## config.mk

```make
export PLATFORM = sky130hd
export DESIGN_NAME = temp_alarm_mode_and_period
export DESIGN_NICKNAME = d
export VERILOG_FILES = /design/src/temp_alarm_pkg.sv /design/src/period_timer.sv /design/src/temp_alarm_mode_and_period.sv
export VERILOG_INCLUDE_DIRS = /design/src
export SDC_FILE = /design/constraint.sdc
export NUM_CORES = 1
export LEC_CHECK = 0
export ABC_CLOCK_PERIOD_IN_PS = 8400
export BUFFER_PORTS_ARGS = -buffer_cell sky130_fd_sc_hd__buf_2
export CAP_MARGIN = 20
export CORE_AREA = 2 2 101 79
export DETAILED_ROUTE_END_ITERATION = 12
export DIE_AREA = 0 0 103 81
export GPL_ROUTABILITY_DRIVEN = 0
export MAX_ROUTING_LAYER = met4
export PLACE_DENSITY = 0.86
export SETUP_SLACK_MARGIN = 0.15
export SYNTH_ARGS = -nofsm -noshare
export SYNTH_HDL_FRONTEND = slang
export SYNTH_SLANG_ARGS = --single-unit
```

## constraint.sdc

```tcl
create_clock -name clk -period 8.4 [get_ports clk]
set_input_delay 0.42 -clock clk [delete_from_list [all_inputs] [get_ports clk]]
set_output_delay 0.42 -clock clk [all_outputs]
set_load 0.05 [all_outputs]
```

## src/temp_alarm_defines.svh

```systemverilog
// register offsets, field positions, reset values and timing counts
// for the alarm-style and conversion-period block; definitions only
`ifndef TEMP_ALARM_DEFINES_SVH
`define TEMP_ALARM_DEFINES_SVH

// register offsets on the byte-wide register port
`define TA_STATUS_ADDR    8'h00
`define TA_IRQ_EN_ADDR    8'h02
`define TA_HI_TRIP_ADDR   8'h20
`define TA_LO_TRIP_ADDR   8'h21
`define TA_CFG_ADDR       8'h29
`define TA_CONV_ADDR      8'h2a

// field positions
`define TA_MODE_BIT       7
`define TA_PERIOD_MSB     3
`define TA_LO_FLAG_BIT    3
`define TA_HI_FLAG_BIT    2
`define TA_LO_EN_BIT      3
`define TA_HI_EN_BIT      2
`define TA_TRIP_STYLE_BIT 3
`define TA_AUTO_BIT       1
`define TA_CONVERT_BIT    0

// reset values
`define TA_CFG_RESET      8'h00
`define TA_CONV_RESET     8'h00
`define TA_IRQ_EN_RESET   8'h00
`define TA_TRIP_RESET     8'h00

// timing: shortest period is the base tick, longer ones are powers of two of it
`define TA_BASE_PERIOD_NS 125000000
`define TA_CLK_PERIOD_NS  100
`define TA_BASE_CYCLES    (`TA_BASE_PERIOD_NS / `TA_CLK_PERIOD_NS)
`define TA_CODE_FASTEST   4'h9
`define TA_TICK_CNT_W     10

`endif

```

## src/temp_alarm_pkg.sv

```systemverilog
// types shared by the alarm-style and conversion-period block
// assumes the defines header for all numeric constants
`default_nettype none

package temp_alarm_pkg;

   // one access on the register port
   typedef struct packed {
      logic       wr;
      logic       rd;
      logic [7:0] addr;
      logic [7:0] wdata;
   } reg_req_t;

   // result handed back by the conversion engine
   typedef struct packed {
      logic        valid;
      logic [15:0] temp;
   } conv_result_t;

   typedef enum logic [1:0] {
      CONV_IDLE,
      CONV_BUSY,
      CONV_PAUSE
   } conv_state_t;

endpackage

`default_nettype wire
```

## src/period_timer.sv

```systemverilog
// conversion period timer: one pulse per selected period while running
// assumes run drops for at least one cycle between separate sessions
`include "temp_alarm_defines.svh"
`default_nettype none

module period_timer #(
   parameter int TICK_CYCLES = `TA_BASE_CYCLES
) (
   // clock and reset
   input  wire logic       clk,
   input  wire logic       rst_n,
   // control
   input  wire logic       run,
   input  wire logic [3:0] periodCode,
   // event
   output logic            periodTick
);

   localparam int PRE_W = $clog2(TICK_CYCLES + 1);

   logic [PRE_W-1:0]          preCnt_q,  preCnt_d;
   logic [`TA_TICK_CNT_W-1:0] tickCnt_q, tickCnt_d;
   logic                      periodTick_d;
   logic                      baseTick;

   // number of base ticks per period: 64 s down to 0.25 s, then 0.125 s
   function automatic logic [`TA_TICK_CNT_W-1:0] ticks_for_code(input logic [3:0] code);
      logic [3:0] c;
      c = (code > `TA_CODE_FASTEST) ? `TA_CODE_FASTEST : code;
      ticks_for_code = `TA_TICK_CNT_W'(1) << (`TA_CODE_FASTEST - c);
   endfunction

   assign baseTick = (preCnt_q == PRE_W'(TICK_CYCLES - 1));

   always_comb begin
      preCnt_d     = preCnt_q;
      tickCnt_d    = tickCnt_q;
      periodTick_d = 1'b0;
      if (!run) begin
         preCnt_d  = '0;
         tickCnt_d = '0;
      end else if (baseTick) begin
         preCnt_d = '0;
         if (tickCnt_q + `TA_TICK_CNT_W'(1) >= ticks_for_code(periodCode)) begin
            tickCnt_d    = '0;
            periodTick_d = 1'b1;
         end else begin
            tickCnt_d = tickCnt_q + `TA_TICK_CNT_W'(1);
         end
      end else begin
         preCnt_d = preCnt_q + PRE_W'(1);
      end
   end

   always_ff @(posedge clk) begin
      if (!rst_n) begin
         preCnt_q  <= '0;
         tickCnt_q <= '0;
      end else begin
         preCnt_q  <= preCnt_d;
         tickCnt_q <= tickCnt_d;
      end
   end

   // tick straight from the counters: the registered start that follows it then
   // lands exactly one period after the previous start, the first one included
   assign periodTick = periodTick_d;

endmodule

`default_nettype wire

```

## src/temp_alarm_mode_and_period.sv

```systemverilog
// alarm style selection, threshold alarm flags and autonomous conversion pacing
// assumes the serial engine issues one-cycle register strobes and the
// conversion engine returns one valid pulse per started conversion
`include "temp_alarm_defines.svh"
`default_nettype none

module temp_alarm_mode_and_period #(
   parameter int         TICK_CYCLES = `TA_BASE_CYCLES,
   parameter logic [2:0] TRIP_COUNT  = 3'h1
) (
   // clock and reset
   input  wire logic                          clk,
   input  wire logic                          rst_n,
   // register port from the serial engine
   input  wire temp_alarm_pkg::reg_req_t      regReq,
   output logic [7:0]                         rdData,
   // thresholds and conversion engine
   input  wire logic [15:0]                   hiThreshold,
   input  wire logic [15:0]                   loThreshold,
   input  wire temp_alarm_pkg::conv_result_t  convResult,
   output logic                               convStart,
   output logic                               convAbort,
   // alarm outputs
   output logic                               highAlarmFlag,
   output logic                               lowAlarmFlag,
   output logic                               alarmIrq
);

   temp_alarm_pkg::conv_state_t state_q, state_d;
   logic       mode_q, mode_d;
   logic [3:0] period_q, period_d;
   logic       auto_q, auto_d;
   logic       convertT_q, convertT_d;
   logic       convStart_q, convStart_d;
   logic       convAbort_q, convAbort_d;
   logic       hiEn_q, hiEn_d;
   logic       loEn_q, loEn_d;
   logic       hiTripStyle_q, hiTripStyle_d;
   logic       loTripStyle_q, loTripStyle_d;
   logic       hiFlag_q, hiFlag_d;
   logic       loFlag_q, loFlag_d;
   logic [2:0] hiCnt_q, hiCnt_d;
   logic [2:0] loCnt_q, loCnt_d;
   logic       irq_q, irq_d;
   logic [7:0] rdData_q, rdData_d;
   logic       convWr, cfgWr, statusRead, abortWr, periodTick;
   logic       compMode, sample, hiExceed, loExceed, hiTrip, loTrip;

   // next trip count; consecutive style restarts on a quiet sample
   function automatic logic [2:0] next_count(input logic [2:0] cnt, input logic exceed,
                                             input logic cumulative);
      if (exceed)
         next_count = (cnt == 3'h7) ? cnt : cnt + 3'h1;
      else
         next_count = cumulative ? cnt : 3'h0;
   endfunction
   function automatic logic trip_hit(input logic [2:0] cnt, input logic exceed);
      trip_hit = exceed && ({1'b0, cnt} + 4'h1 >= {1'b0, TRIP_COUNT});
   endfunction

   assign convWr     = regReq.wr && (regReq.addr == `TA_CONV_ADDR);
   assign cfgWr      = regReq.wr && (regReq.addr == `TA_CFG_ADDR);
   assign abortWr    = convWr && !regReq.wdata[`TA_CONVERT_BIT];
   assign statusRead = regReq.rd && (regReq.addr == `TA_STATUS_ADDR);

   period_timer #(
      .TICK_CYCLES (TICK_CYCLES)
   ) u_period_timer (
      .clk        (clk),
      .rst_n      (rst_n),
      .run        (state_q != temp_alarm_pkg::CONV_IDLE),
      .periodCode (period_q),
      .periodTick (periodTick)
   );

   // conversion sequencing
   always_comb begin
      state_d     = state_q;
      auto_d      = auto_q;
      convertT_d  = convertT_q;
      convStart_d = 1'b0;
      convAbort_d = 1'b0;
      case (state_q)
         temp_alarm_pkg::CONV_IDLE: begin
            if (convWr) begin
               auto_d = regReq.wdata[`TA_AUTO_BIT];
               if (regReq.wdata[`TA_CONVERT_BIT]) begin
                  convertT_d  = 1'b1;
                  convStart_d = 1'b1;
                  state_d     = temp_alarm_pkg::CONV_BUSY;
               end
            end
         end
         temp_alarm_pkg::CONV_BUSY: begin
            if (abortWr) begin
               auto_d      = regReq.wdata[`TA_AUTO_BIT];
               convertT_d  = 1'b0;
               convAbort_d = 1'b1;
               state_d     = temp_alarm_pkg::CONV_IDLE;
            end else if (convResult.valid) begin
               if (auto_q) begin
                  state_d = temp_alarm_pkg::CONV_PAUSE;
               end else begin
                  convertT_d = 1'b0;
                  state_d    = temp_alarm_pkg::CONV_IDLE;
               end
            end
         end
         temp_alarm_pkg::CONV_PAUSE: begin
            if (abortWr) begin
               auto_d     = regReq.wdata[`TA_AUTO_BIT];
               convertT_d = 1'b0;
               state_d    = temp_alarm_pkg::CONV_IDLE;
            end else if (periodTick) begin
               convStart_d = 1'b1;
               state_d     = temp_alarm_pkg::CONV_BUSY;
            end
         end
         default: begin
            state_d    = temp_alarm_pkg::CONV_IDLE;
            convertT_d = 1'b0;
         end
      endcase
   end

   // configuration and enables
   always_comb begin
      mode_d        = mode_q;
      period_d      = period_q;
      hiEn_d        = hiEn_q;
      loEn_d        = loEn_q;
      hiTripStyle_d = hiTripStyle_q;
      loTripStyle_d = loTripStyle_q;
      if (cfgWr) begin
         mode_d   = regReq.wdata[`TA_MODE_BIT];
         period_d = regReq.wdata[`TA_PERIOD_MSB:0];
      end
      if (regReq.wr && regReq.addr == `TA_IRQ_EN_ADDR) begin
         hiEn_d = regReq.wdata[`TA_HI_EN_BIT];
         loEn_d = regReq.wdata[`TA_LO_EN_BIT];
      end
      if (regReq.wr && regReq.addr == `TA_HI_TRIP_ADDR)
         hiTripStyle_d = regReq.wdata[`TA_TRIP_STYLE_BIT];
      if (regReq.wr && regReq.addr == `TA_LO_TRIP_ADDR)
         loTripStyle_d = regReq.wdata[`TA_TRIP_STYLE_BIT];
   end

   // alarm evaluation
   assign compMode = mode_q && auto_q;
   assign sample   = convResult.valid && (state_q == temp_alarm_pkg::CONV_BUSY) && !abortWr;
   assign hiExceed = $signed(convResult.temp) > $signed(hiThreshold);
   assign loExceed = $signed(convResult.temp) < $signed(loThreshold);
   assign hiTrip   = sample && trip_hit(hiCnt_q, hiExceed);
   assign loTrip   = sample && !compMode && trip_hit(loCnt_q, loExceed);

   always_comb begin
      hiCnt_d = hiCnt_q;
      loCnt_d = loCnt_q;
      if (sample) begin
         hiCnt_d = next_count(hiCnt_q, hiExceed, hiTripStyle_q && !compMode);
         loCnt_d = next_count(loCnt_q, loExceed, loTripStyle_q && !compMode);
      end
      if (compMode) begin
         hiFlag_d = hiTrip || (hiFlag_q && !(sample && loExceed));
         loFlag_d = 1'b0;
         irq_d    = hiFlag_d && hiEn_q;
      end else begin
         hiFlag_d = hiTrip || (hiFlag_q && !statusRead);
         loFlag_d = loTrip || (loFlag_q && !statusRead);
         irq_d    = hiFlag_d || loFlag_d;
      end
   end

   // register read port, answered one cycle after the strobe
   always_comb begin
      rdData_d = rdData_q;
      if (regReq.rd) begin
         case (regReq.addr)
            `TA_CFG_ADDR:     rdData_d = {mode_q, 3'h0, period_q};
            `TA_CONV_ADDR:    rdData_d = {6'h00, auto_q, convertT_q};
            `TA_STATUS_ADDR:  rdData_d = {4'h0, loFlag_q, hiFlag_q, 2'h0};
            `TA_IRQ_EN_ADDR:  rdData_d = {4'h0, loEn_q, hiEn_q, 2'h0};
            `TA_HI_TRIP_ADDR: rdData_d = {4'h0, hiTripStyle_q, 3'h0};
            `TA_LO_TRIP_ADDR: rdData_d = {4'h0, loTripStyle_q, 3'h0};
            default:          rdData_d = 8'h00;
         endcase
      end
   end

   always_ff @(posedge clk) begin
      if (!rst_n) begin
         state_q       <= temp_alarm_pkg::CONV_IDLE;
         mode_q        <= 1'(`TA_CFG_RESET >> `TA_MODE_BIT);
         period_q      <= 4'h0;
         auto_q        <= 1'b0;
         convertT_q    <= 1'b0;
         convStart_q   <= 1'b0;
         convAbort_q   <= 1'b0;
         hiEn_q        <= 1'b0;
         loEn_q        <= 1'b0;
         hiTripStyle_q <= 1'b0;
         loTripStyle_q <= 1'b0;
         hiFlag_q      <= 1'b0;
         loFlag_q      <= 1'b0;
         hiCnt_q       <= 3'h0;
         loCnt_q       <= 3'h0;
         irq_q         <= 1'b0;
         rdData_q      <= 8'h00;
      end else begin
         state_q       <= state_d;
         mode_q        <= mode_d;
         period_q      <= period_d;
         auto_q        <= auto_d;
         convertT_q    <= convertT_d;
         convStart_q   <= convStart_d;
         convAbort_q   <= convAbort_d;
         hiEn_q        <= hiEn_d;
         loEn_q        <= loEn_d;
         hiTripStyle_q <= hiTripStyle_d;
         loTripStyle_q <= loTripStyle_d;
         hiFlag_q      <= hiFlag_d;
         loFlag_q      <= loFlag_d;
         hiCnt_q       <= hiCnt_d;
         loCnt_q       <= loCnt_d;
         irq_q         <= irq_d;
         rdData_q      <= rdData_d;
      end
   end

   assign rdData        = rdData_q;
   assign convStart     = convStart_q;
   assign convAbort     = convAbort_q;
   assign highAlarmFlag = hiFlag_q;
   assign lowAlarmFlag  = loFlag_q;
   assign alarmIrq      = irq_q;
   property p_reset_cfg;
      @(posedge clk) $rose(rst_n) |-> (!mode_q && period_q == 4'h0);
   endproperty
   a_reset_cfg: assert property (p_reset_cfg) else $error("config not reset");
   property p_int_irq;
      @(posedge clk) disable iff (!rst_n) (!compMode && (hiTrip || loTrip)) |=> alarmIrq;
   endproperty
   a_int_irq: assert property (p_int_irq) else $error("no irq on crossing");
   property p_read_clears;
      @(posedge clk) disable iff (!rst_n)
         (!compMode && statusRead && !hiTrip && !loTrip) |=> (!hiFlag_q && !loFlag_q);
   endproperty
   a_read_clears: assert property (p_read_clears) else $error("read did not clear");
   property p_comp_irq;
      @(posedge clk) disable iff (!rst_n) compMode && hiTrip && hiEn_q |=> alarmIrq && hiFlag_q;
   endproperty
   a_comp_irq: assert property (p_comp_irq) else $error("no comparator irq");
   property p_hysteresis;
      @(posedge clk) disable iff (!rst_n)
         (compMode && sample && loExceed && !hiTrip) |=> (!hiFlag_q && !alarmIrq);
   endproperty
   a_hysteresis: assert property (p_hysteresis) else $error("flag held below low");
   property p_lo_zero;
      @(posedge clk) disable iff (!rst_n) (compMode && $past(compMode)) |-> !loFlag_q;
   endproperty
   a_lo_zero: assert property (p_lo_zero) else $error("low flag set in comparator");
   property p_comp_read_keeps;
      @(posedge clk) disable iff (!rst_n)
         (compMode && statusRead && hiFlag_q && !(sample && loExceed)) |=> hiFlag_q;
   endproperty
   a_comp_read_keeps: assert property (p_comp_read_keeps) else $error("read cleared");
   property p_consecutive;
      @(posedge clk) disable iff (!rst_n) (compMode && sample && !hiExceed) |=> (hiCnt_q == 3'h0);
   endproperty
   a_consecutive: assert property (p_consecutive) else $error("count not restarted");
   property p_cfg_reserved;
      @(posedge clk) disable iff (!rst_n)
         (regReq.rd && regReq.addr == `TA_CFG_ADDR) |=> (rdData[6:4] == 3'h0);
   endproperty
   a_cfg_reserved: assert property (p_cfg_reserved) else $error("reserved bits set");
   property p_auto_repeat;
      @(posedge clk) disable iff (!rst_n)
         (state_q == temp_alarm_pkg::CONV_PAUSE && periodTick && !abortWr)
            |=> (convStart && convertT_q) ##1 !convStart;
   endproperty
   a_auto_repeat: assert property (p_auto_repeat) else $error("no repeat start");

endmodule

`default_nettype wire

```

==> results.sh <==
export IMPL_finalSetupViolations=0
export IMPL_worst_skew_pair_late_latency_ns=0.34
export IMPL_clock_path_buffers=2
export IMPL_ir_drop_v=0.00009348
export IMPL_synthDistinctLibCells=59
export IMPL_ant_nets=0
export IMPL_hold_violations=0
export IMPL_worst_pin_slew_ns=0.8512
export IMPL_whs_endpoint="mode_q"
export IMPL_die_y_microns=81
export IMPL_fin_util_pct=66.92
export IMPL_synth_top_family_by_area="simple AND/OR/NAND/NOR gates"
export IMPL_crit_required_ns=8.68
export IMPL_slew_limit_headroom_pct=41.79
export IMPL_grt_pass1_vias=3991
export IMPL_hp_class="primary input to flop"
export IMPL_vias=4230
export IMPL_synth_top_flop_cell="dfxtp_1"
export IMPL_final_net_count=744
export IMPL_grt_pass1_wl_mm=17.14
export IMPL_ys_seq_area_share_pct=27.40
export IMPL_hold_buffers=0
export IMPL_period_share_pct=39.00
export IMPL_die_area_sq_um=8343
export IMPL_finalSetupTns_ns=0
export IMPL_rsz0062_at_grt="no"
export IMPL_dp_slack_ns=5.207
export IMPL_yosysWarnings=0
export IMPL_core_area_sq_um=7497
export IMPL_synth_seq_cells=60
export IMPL_num_rows=28
export IMPL_post_cts_setup_buffers=0
export IMPL_synth_mux_area_share_pct=3.082
export IMPL_cts_buffers=9
export IMPL_maxCapViolCount=0
export IMPL_grt_max_degree=38
export IMPL_synth_xor_area_share_pct=4.994
export IMPL_cts_root_buf="clkbuf_8"
export IMPL_grt_overflow=0
export IMPL_p_leak_nw=2.143
export IMPL_critPathCaptureType="flop"
export IMPL_drt_first_iter_violations=278
export IMPL_drtPass1Iterations=5
export IMPL_synth_edff_count=0
export IMPL_whs_path_depth=3
export IMPL_initial_core_util_pct=58.48
export IMPL_cts_sinks=60
export IMPL_wire_per_inst_microns=14.05
export IMPL_r2r_end="state_q[1]"
export IMPL_path_max_fanout=5
export IMPL_period_needed_ns=3.276
export IMPL_drt_wl_total_mm=10.27
export IMPL_ff2ff_setup_slack_ns=5.12
export IMPL_drive_above_1_share_pct=16.45
export IMPL_criticalPathCategory="flop to flop"
export IMPL_routed_via_density=5.787
export IMPL_cp_arrival_ns=3.56
export IMPL_start_kind="flop"
export IMPL_port_buffers=75
export IMPL_synthAdderAreaFrac_pct=15.41
export IMPL_max_freq_ghz=0.3052
export IMPL_antenna_found_initial=0
export IMPL_run_status="finished, final reports clean"
export IMPL_gr_usage_all_layers_pct=26.39
export IMPL_syn_area_sq_um=4384
export IMPL_power_density_nw_per_um2=126.7
export IMPL_dp_hpwl_mm=7.888
export IMPL_r2r_start="u_period_timer.tickCnt_q[0]"
export IMPL_ios=82
export IMPL_stdcell_count=731
export IMPL_syn_to_final_growth_pct=14.44
export IMPL_slew_viol_final=0
export IMPL_cts_reportedPaths_clkPinSlew_ns=0.07
export IMPL_drc=0
export IMPL_num_antenna_cells=0
export IMPL_synth_simple_area_share_pct=26.80
export IMPL_die_x_microns=103
export IMPL_synth_compound_area_share_pct=16.12
export IMPL_cts_htree_levels=3
export IMPL_netlist_instances=551
export IMPL_syn_avg_cell_area_sq_um=7.957
export IMPL_dpl_cell_count=715
export IMPL_cts_tree="done"
export IMPL_layout_setup_ws_ns=5.124
export IMPL_ctsResizeCount=0
export IMPL_worstHoldStart="regReq[7]"
export IMPL_r2r_cells=13
export IMPL_fin_skew_ns=0.007676
export IMPL_async_reset_ff_share_pct=0
==> how the worst max path moves through the flow <==
stage / end / slack, ns / from / cells after the start
3_5_place_dp: state_q[1] / 5.21 / u_period_timer.tickCnt_q[0] / 13
6_report: state_q[1] / 5.12 / u_period_timer.tickCnt_q[0] / 13
3_3_place_gp: state_q[1] / 5.46 / period_q[3] / 12
5_1_grt: state_q[1] / 4.88 / u_period_timer.tickCnt_q[0] / 13
4_1_cts: state_q[1] / 5.13 / u_period_timer.tickCnt_q[0] / 13
2_1_floorplan: convStart / 5.63 / period_q[1] / 14
==> sequential cells by signal, indices dropped and copies added, names as in the netlist, 2 cells and up <==
register                  count
u_period_timer.preCnt_q      21
u_period_timer.tickCnt_q     10
rdData                        5
period_q                      4
hiCnt_q                       3
loCnt_q                       3
state_q                       2
==> cells in the mapped netlist, types with 9 or more instances <==
cell	instances	share of area, %
a21boi_0	13	2.2
a21oi_1	22	2.5
and3_1	9	1.3
clkbuf_1	13	1.1
dfxtp_1	60	27
ha_1	54	15
inv_1	49	4.2
mux2i_1	9	2.1
nand2_1	61	5.2
nand2b_1	9	1.3
nand3_1	39	4.5
nor2_1	43	3.7
nor2b_1	14	2.0
nor3_1	11	1.3
o21ai_0	16	1.8
xnor2_1	11	2.2
xor2_1	14	2.8
==> placed cells by master (no fill, tap or decap), types with 5 or more instances in the layout <==
cell type	instances
and2_1	5
nor4_1	5
mux2i_1	9
ha_1	54
nor2_1	43
a211oi_1	5
nor3_1	11
nand4_1	5
o21a_1	5
a31oi_1	8
clkbuf_8	11
xor2_1	14
nor2b_1	14
a21oi_1	22
and3_1	9
inv_1	49
xnor2_1	11
a22o_1	6
nand2_1	61
nand2b_1	9
buf_2	75
dfxtp_1	60
o21ai_0	16
a21boi_0	13
nand3_1	39
==> worst max-delay path, cell delays in order (launching register included) <==
cell	delay [ns]
dfxtp_1	0.41
ha_1	0.27
nand3_1	0.14
or2_2	0.35
inv_1	0.08
and3_1	0.18
xor2_1	0.29
ha_1	0.26
nand2_1	0.07
a211oi_1	0.31
a31oi_1	0.12
o31ai_1	0.38
nor3b_1	0.23
o21a_1	0.13
==> metrics by stage <==
| stage | power (W) | cell area [sq um] | hold WS, ns |
|---|---|---|---|
| 3_5_place_dp | 0.0003750 | 4815 | 0.4404 |
| 5_1_grt | 0.0006627 | 5017 | 0.3258 |
| 2_1_floorplan | 0.0003456 | 4392 | 0.4179 |
| 3_3_place_gp | 0.0003712 | 4815 | 0.4334 |
| 4_1_cts | 0.0006396 | 5017 | 0.3289 |
| 6_report | 0.0006354 | 5017 | 0.3431 |
==> layout make-up <==
class | count | area (sq um)
multi-input combinational | 426 | 2923
fill | 619 | 2480
sequential | 60 | 1201
timing repair buffer | 75 | 375.4
inverter | 49 | 183.9
clock buffer | 12 | 155.1
tap | 105 | 131.4
clock inverter | 4 | 47.55
==> logic make-up after synthesis <==
logic type / Yosys count
other cells: 1
xor+xnor: 25
fa+ha+maj: 54
compound gates: 102
buf+inv: 67
simple gates: 229
flops: 60
mux: 13
==> power by group <==
group	total (W)	switching, W	internal [W]
sequential	0.000287	0.00000116	0.000286
clock	0.000266	0.000113	0.000152
combinational	0.0000828	0.0000469	0.0000359
==> layer usage <==
layer	GRT usage (%)	part of all wire (%)	routed length (microns)	vias to the layer above
met5	-	0	0	-
met1	31.07	44	4503	1990
li1	-	-	-	2075
met3	6.110	6.4	654	17
met4	8.553	1.5	151	0
met2	44.74	48	4959	148
Note: power is estimated with default switching activity, not from simulation.
